**src/design/dmc_pkg.sv**
```systemverilog
// shared constants and carrier types for the datapath mode configuration bank
package dmc_pkg;

    localparam int NCH = 4;
    localparam int ADDR_W = 12;
    localparam int DATA_W = 8;
    localparam int SAMPLE_W = 14;
    localparam int DECIM_W = 5;

    // register byte addresses on the plain register port
    localparam logic [ADDR_W-1:0] ADDR_CHAN_SELECT = 12'h008;
    localparam logic [ADDR_W-1:0] ADDR_CHIP_OPERATING_MODE = 12'h200;
    localparam logic [ADDR_W-1:0] ADDR_CHIP_RATE_REDUCTION = 12'h201;
    localparam logic [ADDR_W-1:0] ADDR_CHANNEL_SIGNED_OFFSET = 12'h228;
    localparam logic [ADDR_W-1:0] ADDR_CHANNEL_THRESHOLD_PIN_CONTROL = 12'h245;

    // reset values
    localparam logic [DATA_W-1:0] RST_CHAN_SELECT = 8'h0f;
    localparam logic [DATA_W-1:0] RST_CHIP_OPERATING_MODE = 8'h00;
    localparam logic [DATA_W-1:0] RST_CHIP_RATE_REDUCTION = 8'h00;
    localparam logic [DATA_W-1:0] RST_CHANNEL_SIGNED_OFFSET = 8'h00;
    localparam logic [DATA_W-1:0] RST_CHANNEL_THRESHOLD_PIN_CONTROL = 8'h00;
    localparam logic [DATA_W-1:0] DATA_ZERO = 8'h00;

    // writable bit masks; cleared positions are read-only and read as zero
    localparam logic [DATA_W-1:0] MASK_CHAN_SELECT = 8'h0f;
    localparam logic [DATA_W-1:0] MASK_CHIP_OPERATING_MODE = 8'hef;
    localparam logic [DATA_W-1:0] MASK_CHIP_RATE_REDUCTION = 8'h07;
    localparam logic [DATA_W-1:0] MASK_CHANNEL_SIGNED_OFFSET = 8'hff;
    localparam logic [DATA_W-1:0] MASK_CHANNEL_THRESHOLD_PIN_CONTROL = 8'h0d;

    // field positions
    localparam int MODE_APP_LSB = 0;
    localparam int MODE_APP_W = 4;
    localparam int MODE_REAL_ONLY_BIT = 5;
    localparam int RATE_LSB = 0;
    localparam int RATE_W = 3;
    localparam int FLAG_ENABLE_BIT = 0;
    localparam int FLAG_FORCE_VALUE_BIT = 2;
    localparam int FLAG_FORCE_BIT = 3;

    // application mode codes
    localparam logic [MODE_APP_W-1:0] APP_FULL_BANDWIDTH = 4'h0;
    localparam logic [MODE_APP_W-1:0] APP_ONE_CHANNEL = 4'h1;
    localparam logic [MODE_APP_W-1:0] APP_TWO_CHANNELS = 4'h2;
    localparam logic [1:0] CONV_NONE = 2'h0;
    localparam logic [1:0] CONV_CH0 = 2'h1;
    localparam logic [1:0] CONV_CH0_CH1 = 2'h3;

    // rate reduction codes and the factors they select
    localparam logic [RATE_W-1:0] RATE_BY_1 = 3'h0;
    localparam logic [RATE_W-1:0] RATE_BY_2 = 3'h1;
    localparam logic [RATE_W-1:0] RATE_BY_4 = 3'h2;
    localparam logic [RATE_W-1:0] RATE_BY_8 = 3'h3;
    localparam logic [RATE_W-1:0] RATE_BY_16 = 3'h4;
    localparam logic [DECIM_W-1:0] FACTOR_1 = 5'h01;
    localparam logic [DECIM_W-1:0] FACTOR_2 = 5'h02;
    localparam logic [DECIM_W-1:0] FACTOR_4 = 5'h04;
    localparam logic [DECIM_W-1:0] FACTOR_8 = 5'h08;
    localparam logic [DECIM_W-1:0] FACTOR_16 = 5'h10;

    // saturation limits of the converter word
    localparam logic [SAMPLE_W-1:0] SAMPLE_MAX = 14'h1fff;
    localparam logic [SAMPLE_W-1:0] SAMPLE_MIN = 14'h2000;

    typedef struct packed {
        logic [ADDR_W-1:0] addr;
        logic [DATA_W-1:0] wdata;
        logic wr;
        logic rd;
    } dmc_bus_s;

    typedef struct packed {
        logic full_bandwidth;
        logic [1:0] down_conversion_channel;
        logic real_only;
        logic [DECIM_W-1:0] decim_factor;
        logic mode_invalid;
        logic rate_invalid;
    } dmc_cfg_s;

endpackage

```
**src/design/dmc_mode_dec.sv**
```systemverilog
// decoder from the chip mode and rate registers to datapath configuration
`timescale 1ns/1ps
module dmc_mode_dec (
    input wire logic mclk,
    input wire logic reset,
    input wire logic [dmc_pkg::DATA_W-1:0] mode_reg,
    input wire logic [dmc_pkg::DATA_W-1:0] rate_reg,
    output dmc_pkg::dmc_cfg_s cfg
);
    dmc_pkg::dmc_cfg_s st_r;
    dmc_pkg::dmc_cfg_s st_nxt;
    logic [dmc_pkg::MODE_APP_W-1:0] app;
    logic [dmc_pkg::RATE_W-1:0] rate;

    assign app = mode_reg[dmc_pkg::MODE_APP_LSB +: dmc_pkg::MODE_APP_W];
    assign rate = rate_reg[dmc_pkg::RATE_LSB +: dmc_pkg::RATE_W];

    always_comb begin
        st_nxt = st_r;
        // q is dropped when the real-only bit is set
        st_nxt.real_only = mode_reg[dmc_pkg::MODE_REAL_ONLY_BIT];
        st_nxt.mode_invalid = 1'b0;
        // unlisted codes fall back to full bandwidth so no channel runs half set up
        unique case (app)
            dmc_pkg::APP_FULL_BANDWIDTH: begin
                st_nxt.full_bandwidth = 1'b1;
                st_nxt.down_conversion_channel = dmc_pkg::CONV_NONE;
            end
            dmc_pkg::APP_ONE_CHANNEL: begin
                st_nxt.full_bandwidth = 1'b0;
                st_nxt.down_conversion_channel = dmc_pkg::CONV_CH0;
            end
            dmc_pkg::APP_TWO_CHANNELS: begin
                st_nxt.full_bandwidth = 1'b0;
                st_nxt.down_conversion_channel = dmc_pkg::CONV_CH0_CH1;
            end
            default: begin
                st_nxt.full_bandwidth = 1'b1;
                st_nxt.down_conversion_channel = dmc_pkg::CONV_NONE;
                st_nxt.mode_invalid = 1'b1;
            end
        endcase
        st_nxt.rate_invalid = 1'b0;
        unique case (rate)
            dmc_pkg::RATE_BY_1: begin
                st_nxt.decim_factor = dmc_pkg::FACTOR_1;
            end
            dmc_pkg::RATE_BY_2: begin
                st_nxt.decim_factor = dmc_pkg::FACTOR_2;
            end
            dmc_pkg::RATE_BY_4: begin
                st_nxt.decim_factor = dmc_pkg::FACTOR_4;
            end
            dmc_pkg::RATE_BY_8: begin
                st_nxt.decim_factor = dmc_pkg::FACTOR_8;
            end
            dmc_pkg::RATE_BY_16: begin
                st_nxt.decim_factor = dmc_pkg::FACTOR_16;
            end
            default: begin
                st_nxt.decim_factor = dmc_pkg::FACTOR_1;
                st_nxt.rate_invalid = 1'b1;
            end
        endcase
    end

    always_ff @(posedge mclk) begin
        if (reset) begin
            st_r <= '{full_bandwidth: 1'b1, down_conversion_channel: dmc_pkg::CONV_NONE,
                      real_only: 1'b0,
                      decim_factor: dmc_pkg::FACTOR_1, mode_invalid: 1'b0,
                      rate_invalid: 1'b0};
        end else begin
            st_r <= st_nxt;
        end
    end

    assign cfg = st_r;
endmodule // dmc_mode_dec

```
**src/design/dmc_chan.sv**
```systemverilog
// one channel: signed offset on the sample path and the threshold flag pin
`timescale 1ns/1ps
module dmc_chan (
    input wire logic mclk,
    input wire logic reset,
    input wire logic [dmc_pkg::SAMPLE_W-1:0] sample_in,
    input wire logic sample_valid,
    input wire logic detect_in,
    input wire logic [dmc_pkg::DATA_W-1:0] offset,
    input wire logic [dmc_pkg::DATA_W-1:0] pin_ctrl,
    output logic [dmc_pkg::SAMPLE_W-1:0] data_out,
    output logic data_valid,
    output logic flag_pin
);
    typedef struct packed {
        logic [dmc_pkg::SAMPLE_W-1:0] data;
        logic valid;
        logic pin;
    } dmc_chan_state_s;

    dmc_chan_state_s st_r;
    dmc_chan_state_s st_nxt;
    logic signed [dmc_pkg::SAMPLE_W:0] sum;

    // one extra bit catches overflow; offset lands on the converter lsb
    assign sum = $signed({sample_in[dmc_pkg::SAMPLE_W-1], sample_in})
               + $signed({{(dmc_pkg::SAMPLE_W+1-dmc_pkg::DATA_W){offset[dmc_pkg::DATA_W-1]}},
                          offset});

    always_comb begin
        st_nxt = st_r;
        st_nxt.valid = sample_valid;
        if (sample_valid) begin
            // saturate rather than wrap so a big offset cannot flip the sign
            if (sum[dmc_pkg::SAMPLE_W] != sum[dmc_pkg::SAMPLE_W-1]) begin
                st_nxt.data = sum[dmc_pkg::SAMPLE_W] ? dmc_pkg::SAMPLE_MIN
                                                      : dmc_pkg::SAMPLE_MAX;
            end else begin
                st_nxt.data = sum[dmc_pkg::SAMPLE_W-1:0];
            end
        end
        if (pin_ctrl[dmc_pkg::FLAG_FORCE_BIT]) begin
            st_nxt.pin = pin_ctrl[dmc_pkg::FLAG_FORCE_VALUE_BIT];
        end else begin
            st_nxt.pin = pin_ctrl[dmc_pkg::FLAG_ENABLE_BIT] & detect_in;
        end
    end

    always_ff @(posedge mclk) begin
        if (reset) begin
            st_r <= '{data: '0, valid: 1'b0, pin: 1'b0};
        end else begin
            st_r <= st_nxt;
        end
    end

    assign data_out = st_r.data;
    assign data_valid = st_r.valid;
    assign flag_pin = st_r.pin;
endmodule // dmc_chan

```
**src/design/dmc_regs.sv**
```systemverilog
// register bank for datapath mode, rate, per-channel offset and flag pin control
// Behaviour
// - The real-only bit at 0 keeps I and Q, at 1 drops Q and keeps only I.
// - Application mode 0000 is full bandwidth, 0001 channel 0 only, 0010 channels 0 and 1.
// - Rate code 000 passes the full rate, 001 to 100 reduce by 2, 4, 8 and 16.
// - Each channel adds its own signed 8-bit offset at the converter lsb.
// - With force clear, the flag pin follows the normal detection logic.
// - With force set, the flag pin shows the force value bit.
// - The enable bit turns fine detection on at 1 and off at 0.
`timescale 1ns/1ps
module dmc_regs (
    input wire logic mclk,
    input wire logic reset,
    input wire dmc_pkg::dmc_bus_s bus,
    output logic [dmc_pkg::DATA_W-1:0] rdata,
    input wire logic [dmc_pkg::NCH-1:0][dmc_pkg::SAMPLE_W-1:0] sample_in,
    input wire logic [dmc_pkg::NCH-1:0] sample_valid,
    input wire logic [dmc_pkg::NCH-1:0] detect_in,
    output logic [dmc_pkg::NCH-1:0][dmc_pkg::SAMPLE_W-1:0] data_out,
    output logic [dmc_pkg::NCH-1:0] data_valid,
    output logic [dmc_pkg::NCH-1:0] threshold_flag_pins,
    output dmc_pkg::dmc_cfg_s cfg
);
    typedef struct packed {
        logic [dmc_pkg::DATA_W-1:0] chan_select;
        logic [dmc_pkg::DATA_W-1:0] chip_operating_mode;
        logic [dmc_pkg::DATA_W-1:0] chip_rate_reduction;
        logic [dmc_pkg::NCH-1:0][dmc_pkg::DATA_W-1:0] channel_signed_offset;
        logic [dmc_pkg::NCH-1:0][dmc_pkg::DATA_W-1:0] channel_threshold_pin_control;
        logic [dmc_pkg::DATA_W-1:0] rdata;
    } dmc_regs_state_s;

    dmc_regs_state_s st_r;
    dmc_regs_state_s st_nxt;
    logic [dmc_pkg::DATA_W-1:0] read_value;
    logic [dmc_pkg::NCH-1:0] read_chan_onehot;

    // reads of channel registers come from the lowest selected channel;
    // with several selected, software sees only that one copy
    always_comb begin
        read_chan_onehot = '0;
        for (int i = dmc_pkg::NCH - 1; i >= 0; i--) begin
            if (st_r.chan_select[i]) begin
                read_chan_onehot = '0;
                read_chan_onehot[i] = 1'b1;
            end
        end
    end

    always_comb begin
        read_value = dmc_pkg::DATA_ZERO;
        unique case (bus.addr)
            dmc_pkg::ADDR_CHAN_SELECT: begin
                read_value = st_r.chan_select;
            end
            dmc_pkg::ADDR_CHIP_OPERATING_MODE: begin
                read_value = st_r.chip_operating_mode;
            end
            dmc_pkg::ADDR_CHIP_RATE_REDUCTION: begin
                read_value = st_r.chip_rate_reduction;
            end
            dmc_pkg::ADDR_CHANNEL_SIGNED_OFFSET: begin
                for (int i = 0; i < dmc_pkg::NCH; i++) begin
                    if (read_chan_onehot[i]) begin
                        read_value = st_r.channel_signed_offset[i];
                    end
                end
            end
            dmc_pkg::ADDR_CHANNEL_THRESHOLD_PIN_CONTROL: begin
                for (int i = 0; i < dmc_pkg::NCH; i++) begin
                    if (read_chan_onehot[i]) begin
                        read_value = st_r.channel_threshold_pin_control[i];
                    end
                end
            end
            default: begin
                read_value = dmc_pkg::DATA_ZERO;
            end
        endcase
    end

    always_comb begin
        st_nxt = st_r;
        // read data stand for exactly one cycle, zero otherwise
        st_nxt.rdata = bus.rd ? read_value : dmc_pkg::DATA_ZERO;
        if (bus.wr) begin
            // masks keep read-only positions at zero whatever is written
            unique case (bus.addr)
                dmc_pkg::ADDR_CHAN_SELECT: begin
                    st_nxt.chan_select = bus.wdata & dmc_pkg::MASK_CHAN_SELECT;
                end
                dmc_pkg::ADDR_CHIP_OPERATING_MODE: begin
                    st_nxt.chip_operating_mode =
                        bus.wdata & dmc_pkg::MASK_CHIP_OPERATING_MODE;
                end
                dmc_pkg::ADDR_CHIP_RATE_REDUCTION: begin
                    st_nxt.chip_rate_reduction =
                        bus.wdata & dmc_pkg::MASK_CHIP_RATE_REDUCTION;
                end
                dmc_pkg::ADDR_CHANNEL_SIGNED_OFFSET: begin
                    for (int i = 0; i < dmc_pkg::NCH; i++) begin
                        if (st_r.chan_select[i]) begin
                            st_nxt.channel_signed_offset[i] =
                                bus.wdata & dmc_pkg::MASK_CHANNEL_SIGNED_OFFSET;
                        end
                    end
                end
                dmc_pkg::ADDR_CHANNEL_THRESHOLD_PIN_CONTROL: begin
                    for (int i = 0; i < dmc_pkg::NCH; i++) begin
                        if (st_r.chan_select[i]) begin
                            st_nxt.channel_threshold_pin_control[i] =
                                bus.wdata & dmc_pkg::MASK_CHANNEL_THRESHOLD_PIN_CONTROL;
                        end
                    end
                end
                default: begin
                    st_nxt.rdata = st_nxt.rdata;
                end
            endcase
        end
    end

    always_ff @(posedge mclk) begin
        if (reset) begin
            st_r.chan_select <= dmc_pkg::RST_CHAN_SELECT;
            st_r.chip_operating_mode <= dmc_pkg::RST_CHIP_OPERATING_MODE;
            st_r.chip_rate_reduction <= dmc_pkg::RST_CHIP_RATE_REDUCTION;
            st_r.channel_signed_offset <= {dmc_pkg::NCH{dmc_pkg::RST_CHANNEL_SIGNED_OFFSET}};
            st_r.channel_threshold_pin_control <=
                {dmc_pkg::NCH{dmc_pkg::RST_CHANNEL_THRESHOLD_PIN_CONTROL}};
            st_r.rdata <= dmc_pkg::DATA_ZERO;
        end else begin
            st_r <= st_nxt;
        end
    end

    assign rdata = st_r.rdata;

    // decoded settings lag the register by one cycle, harmless for static config
    dmc_mode_dec u_mode_dec (
        .mclk(mclk),
        .reset(reset),
        .mode_reg(st_r.chip_operating_mode),
        .rate_reg(st_r.chip_rate_reduction),
        .cfg(cfg)
    );

    for (genvar g = 0; g < dmc_pkg::NCH; g++) begin : g_chan
        dmc_chan u_chan (
            .mclk(mclk),
            .reset(reset),
            .sample_in(sample_in[g]),
            .sample_valid(sample_valid[g]),
            .detect_in(detect_in[g]),
            .offset(st_r.channel_signed_offset[g]),
            .pin_ctrl(st_r.channel_threshold_pin_control[g]),
            .data_out(data_out[g]),
            .data_valid(data_valid[g]),
            .flag_pin(threshold_flag_pins[g])
        );
    end
endmodule // dmc_regs

```
**config.mk**
```make
export PLATFORM = sky130hd
export DESIGN_NAME = dmc_regs
export DESIGN_NICKNAME = d
export VERILOG_FILES = /design/src/design/dmc_pkg.sv /design/src/design/dmc_mode_dec.sv /design/src/design/dmc_chan.sv /design/src/design/dmc_regs.sv
export SDC_FILE = /design/constraint.sdc
export NUM_CORES = 1
export LEC_CHECK = 0
export ABC_AREA = 1
export BUFFER_PORTS_ARGS = -buffer_cell sky130_fd_sc_hd__buf_2
export CAP_MARGIN = 25
export CELL_PAD_IN_SITES_DETAIL_PLACEMENT = 0
export CELL_PAD_IN_SITES_GLOBAL_PLACEMENT = 2
export CORE_MARGIN = 1.5
export CORE_UTILIZATION = 30
export CTS_CLUSTER_SIZE = 24
export DETAILED_ROUTE_END_ITERATION = 12
export MAX_ROUTING_LAYER = met4
export PLACE_DENSITY = 0.79
export SLEW_MARGIN = 30
export SYNTH_ARGS = -nofsm -noshare
export SYNTH_HDL_FRONTEND = slang
export SYNTH_SLANG_ARGS = --single-unit
```
**constraint.sdc**
```tcl
create_clock -name mclk -period 2.4 [get_ports mclk]
set_input_delay 0 -clock mclk [delete_from_list [all_inputs] [get_ports mclk]]
set_output_delay 0 -clock mclk [all_outputs]
set_load 0.005 [all_outputs]
```
After elaboration in Yosys (flattened, before gate mapping)
Cells that the tools add are included.

operators by class
  add/sub/neg operators = 4
  eq/ne operators = 15
  muxes and demuxes = 30
  bitwise gates (word level) = 4
  reduce and logical (&&, ||, !) cells = 15

operators by type and width
  operator                                                            count
  14-bit two-way mux                                                  8
  8-bit two-way mux                                                   8
  14-bit by 8-bit adder with 15-bit output                            4
  12-bit by 10-bit == test with 1-bit output (second input constant)  4
  8-bit case mux with 5 select lines                                  1
  3-bit AND reduction                                                 8
  4-bit two-way mux                                                   5
  5-bit case mux with 4 select lines                                  1
  12-bit by 4-bit == test with 1-bit output (second input constant)   1
  3-bit by 2-bit == test with 1-bit output (second input constant)    2
  1-bit two-way mux                                                   6
  3-bit case mux with 2 select lines                                  1
  2-bit AND reduction                                                 3
  5-bit OR reduction                                                  1
  1-bit bitwise AND                                                   4
  4-bit by 1-bit == test with 1-bit output (second input constant)    1
  4-bit by 2-bit == test with 1-bit output (second input constant)    1
  4-bit zero test                                                     1
  1-bit != test                                                       4
  3-bit by 1-bit == test with 1-bit output (second input constant)    1
  3-bit == test (second input constant)                               1
  3-bit zero test                                                     1
  3-bit OR reduction                                                  1

storage, ports and cells
  bits in registers = 141
  input bits = 88
  output and inout bits = 83
  logic and storage cells = 98

Longest topological paths before layout
  depth in word-level cells = 10
  depth in mapped cells = 15
  depth with buffers taken out = 14

By module
Synthesis repeated with hierarchy kept, for this count alone.

second synthesis, totals
  cells, all modules = 1271
  area, all modules = 9032.4 um^2

modules (own cells, without submodules)
  module                            times used  cells an instance  area each (um^2)  sequential area each (um^2)
  dmc_chan at g_chan[0].u_chan ...  3           202                1407.6            320.3
  dmc_regs                          1           416                3024.2            1321.3
  dmc_chan at g_chan[3].u_chan      1           204                1412.6            320.3
  dmc_mode_dec                      1           45                 372.9             220.2

Worst setup path after synthesis
OpenSTA, ideal clock, no wires.

  path type = reg2reg
  from = register st_r[40] (netlist name)
  to = register g_chan[0].u_chan.st_r, in the netlist g_chan[0].u_chan.data_out[10]
  setup time = 0.122 ns
  data arrival time = 1.844 ns
  required time = 2.278 ns
  setup slack = 0.435 ns
  cell stages (with the launch flop) = 16
  path buffers = 1
  clock period less this slack = 1.965 ns
  cells stage by stage = dfxtp_1 > ha_1 > fa_1 > nand2_1 > nand2_1 > nand3b_1 > nand2_2 > nand2_1 > nand2_1 > nand2_1 > nand2_2 > nand2_2 > nand2_2 > inv_2 > buf_6 > a21oi_2

on the way
  word-level cells in the longest chain between the ends = 3
  elaborated cells on any way between the ends = 4
  classes of those cells = add/sub: 1; eq/ne: 1; mux: 2

RTL lines
  item                                                        line                            RTL
  from (decl)                                                 dmc_regs.sv:33                  dmc_regs_state_s st_r;
  from (signal assigned)                                      dmc_regs.sv:133                 st_r <= st_nxt;
  14-bit by 8-bit adder with 15-bit output (*)                dmc_chan.sv:27                  + $signed({{(dmc_pkg::SAMPLE_W+1-dmc_pkg::DATA_W){offset[dmc_pkg::DATA_W-1]}},
  14-bit two-way mux / 1-bit != test (equally long branches)  dmc_chan.sv:36, dmc_chan.sv:35
  14-bit two-way mux (*)                                      dmc_chan.sv:35                  if (sum[dmc_pkg::SAMPLE_W] != sum[dmc_pkg::SAMPLE_W-1]) begin
  to (signal assigned)                                        dmc_chan.sv:51                  st_r <= '{data: '0, valid: 1'b0, pin: 1'b0};
  to (signal assigned)                                        dmc_chan.sv:53                  st_r <= st_nxt;
  to (decl)                                                   dmc_chan.sv:21                  dmc_chan_state_s st_r;

Every way passes the cells marked *; elsewhere a longest branch is shown, timed or not.
A chain may end at the register's enable or synchronous reset.

Worst setup path after layout
  from = register st_r[56] (netlist name)
  to = register g_chan[2].u_chan.st_r, in the netlist g_chan[2].u_chan.data_out[11]

on the way
  word-level cells in the longest chain between the ends = 3
  elaborated cells on any way between the ends = 4
  classes of those cells = add/sub: 1; eq/ne: 1; mux: 2

RTL lines
  item                                                        line
  14-bit by 8-bit adder with 15-bit output (*)                dmc_chan.sv:27
  14-bit two-way mux / 1-bit != test (equally long branches)  dmc_chan.sv:36, dmc_chan.sv:35
  14-bit two-way mux (*)                                      dmc_chan.sv:35
  to (signal assigned)                                        dmc_chan.sv:51
  to (signal assigned)                                        dmc_chan.sv:53
  to (decl)                                                   dmc_chan.sv:21

Marked as above.

==> results.tsv <==
stage	metric	value	unit
die	# IOs	171	
global_route	initial antenna violation count	0	
routing	antenna-violating nets left	0	
power	total power	5.75	mW
worst_hold_path	Hold WC Path Type	in -> reg	
routing	DR WL/cell	15.2	microns
clock_network	CTS tree	done	
synth	number of flops mapped to enable cells by yosys	0	
power	share of power burned in registers	42.5	%
critical_path	Critical path buffers and inverters	1	
sta	relative slew slack	62.8	%
critical_path	crit path kind	reg -> reg	
synth	Syn Inst Count	1212	
clock_network	CTS H-tree depth	4	
critical_path	crit path launch type	register	
sta	Sum Neg Setup Slack	0	ns
critical_path	CP arrival	2.51	ns
clock_network	Clk Latency, worst-skew pair	0.43	ns
sta	Final period util	91.1	%
sta	max-slew violation count	0	
critical_path	CP delay by family, top	simple AND/OR/NAND/NOR gates	
layout	Filler Cells Inserted	3092	
global_route	vias in the first global route	8102	
power	clock group share of total power	45.5	%
power	Net Switching	1.68	mW
power	Net Sw Frac	29.3	%
layout	share of post-route cells with drive strength above 1	21.3	%
power	leakage power total	5.25	nW
flow_run	max cap viols	0	
run_status	outcome	completed	
routing	Initial DRC Count	435	
die	die footprint	29900	sq um
synth	sequential fraction of the synthesis area	32.6	%
die	initial core utilization	30.8	%
critical_path	CP max stage delay	0.38	ns
critical_path	Crit. End Element	register	
sta	final hold vios	0	
sta	Clock Skew	0.0150	ns
routing	DR DRC count	0	
clock_network	Inserted Clock Buffers	17	
routing	Pre-antenna DRT Iters	4	
critical_path	Most common cell on crit path	nand2_1	
synth	synthesized area per cell	7.14	sq um
sta	RSZ-0062 raised after global routing	no	
synth	cell area after synthesis	8650	sq um
synth	main flop type after synthesis	dfxtp_1	
clock_network	Clock Sinks	141	
power	PD cells	545	nW/um^2
die	DIE WIDTH	173	microns
synth	Synth Warn #	0	
clock_network	Clock transition at path regs	0.07	ns
placed_design	post-DP HPWL	21.1	mm
global_route	first-pass GRT wire length	43.1	mm
layout	final net count	1531	
layout	Antenna diodes	0	
layout	P&R area growth vs syn	22.1	%
sta	Max Fclk	457	MHz
routing	Post-Route WL	27.0	mm
clock_network	clk buf depth	2	
power	Max IR drop VDD	0.319	mV
clock_network	clk root buf	clkbuf_16	
global_route	Tot GR Track Use	18.6	%
die	row count	61	
sta	Tightest Pin Transition	0.554	ns
synth	Synth Net Count	1360	
die	Die Ht	173	microns
placed_design	Port Buffer Count	170	
placed_design	RePlAce Congestion	0.848	
synth	share of flip-flops with an asynchronous set or reset	0	%
global_route	largest net degree at the start of global routing	111	
synth	Synth Register Bits	141	
routing	vias post-DR	8354	
sta	Period minus WS final	2.19	ns
synth	Yosys cell types	42	
critical_path	Worst Path Required	2.72	ns
routing	drt via density	4.71	
power	internal cell power	4.07	mW
critical_path	Worst path slowest cell	fa_1	
critical_path	Critical Path Fanout Max	12	
global_route	grt total ovfl	0	
power	Comb pwr share	11.9	%
die	Core Box Area	28100	sq um
sta	final number of setup-violating endpoints	0	
critical_path	Cell Chain, Critical Path	ha_1 > fa_1 > nand2_1 > nand2_1 > nand3b_1 > nand2_1 > nand2_2 > nand2_1 > nand2_1 > nand2_1 > a21oi_2 > buf_6 > a21oi_1	
synth_stat cells (16+ instances only):
cell      number  area share, %
a21oi_1      135            7.8
a21oi_2       31            3.1
buf_4         17            1.5
clkbuf_1      21           0.91
dfxtp_1      141             33
ha_1          56            8.1
inv_1         92            4.0
nand2_1      279             12
nand3_1       69            4.0
nor2_1        88            3.8
o21ai_0      123            7.1
xnor2_1       16            1.6
xor2_1        20            2.0
flip-flops by register name, indices dropped and copies added, names as in the netlist:
| register | flops |
|---|---|
| g_chan.u_chan.flag_pin | 4 |
| g_chan.u_chan.data_valid | 4 |
| g_chan.u_chan.data_out | 56 |
| u_mode_dec.cfg | 11 |
| st_r | 58 |
| rdata | 8 |
logic make-up (layout without fill, tap and decap cells):
logic type      after synthesis  in the layout  share of synthesized area, %
simple gates                497            497                          25.2
compound gates              328            328                          21.3
buf+inv                     150            334                          8.21
flops                       141            141                          32.6
fa+ha+maj                    60             60                          9.02
xor+xnor                     36             36                          3.64
worst register-to-register path, cell delays in order, from the launching register on:
cell and delay (ns):
dfxtp_1 0.34, ha_1 0.23, fa_1 0.38, nand2_1 0.10, nand2_1 0.07, nand3b_1 0.09
nand2_1 0.12, nand2_2 0.12, nand2_1 0.07, nand2_1 0.07, nand2_1 0.10, a21oi_2 0.15
buf_6 0.17, a21oi_1 0.09
final cells by class:
cell class | instances | area [sq um] | area share (%)
multi-input combinational | 921 | 5140 | 48.7
sequential | 141 | 2830 | 26.8
timing repair buffer | 203 | 1170 | 11.1
tap | 378 | 473 | 4.48
clock buffer | 17 | 425 | 4.03
inverter | 99 | 377 | 3.57
clock inverter | 15 | 140 | 1.33
power by group through the flow:
| stage | Combinational (mW) | Sequential, mW | Clock [mW] |
|---|---|---|---|
| after detailed placement | 0.660 | 2.50 | 0 |
| after global placement | 0.660 | 2.50 | 0 |
| after global routing | 0.767 | 2.46 | 2.79 |
| after CTS | 0.686 | 2.45 | 2.69 |
| after floorplan | 0.384 | 2.50 | 0 |
| final | 0.686 | 2.45 | 2.62 |
placed cells by master (no fill, tap or decap), drive strengths merged, types with 3 or more instances in the layout:
master and count:
clkinv 3, a21oi 166, a22oi 7, nor2 94, xnor2 16, dlygate4sd3 19
dfxtp 141, nand2 293, o21bai 8, or2 12, buf 184, clkbuf 17
nor3 10, ha 56, o211ai 10, nand3b 4, and2 4, a31oi 9
o21ai 123, clkinvlp 3, fa 4, xor2 20, nand3 74, inv 108
what timing repair did:
item | in CTS | in global routing
buffers inserted | 0 | 1
gates resized for setup | 0 | 15
setup endpoints to repair | 0 | 41
hold endpoints to repair | 40 | 0
hold buffers | 19 | 0
layer usage:
layer	global-route usage, %	part of all wire (%)	wire length [microns]	vias up
li1	-	-	-	4414
met5	-	0	0	-
met1	25.0	50	13400	3779
met3	2.77	2.8	761	15
met2	29.5	46	12500	146
met4	4.02	1.2	311	0
per-stage QoR:
stage	cell area [sq um]	utilization, %	cells	setup WS [ns]	hold slack [ns]
final	10600	37.6	1774	0.214	0.0124
after global routing	10600	37.6	1774	0.00862	0.0207
after floorplan	8650	-	1212	0.435	0.0876
after global placement	9750	34.7	1722	0.101	0.256
after CTS	10500	37.4	1773	0.0885	0.00553
after detailed placement	9750	34.7	1722	0.0845	0.259
final timing paths:
check           start                            end  slack (ns)  depth (start not counted)
max          st_r[56]  g_chan[2].u_chan.data_out[11]        0.21                         13
min            bus[9]                       st_r[55]        0.01                          3
max reg2reg  st_r[56]  g_chan[2].u_chan.data_out[11]        0.21                         13
min reg2reg  st_r[73]              u_mode_dec.cfg[3]        0.44                          1
(Power assumes the default switching activity.)
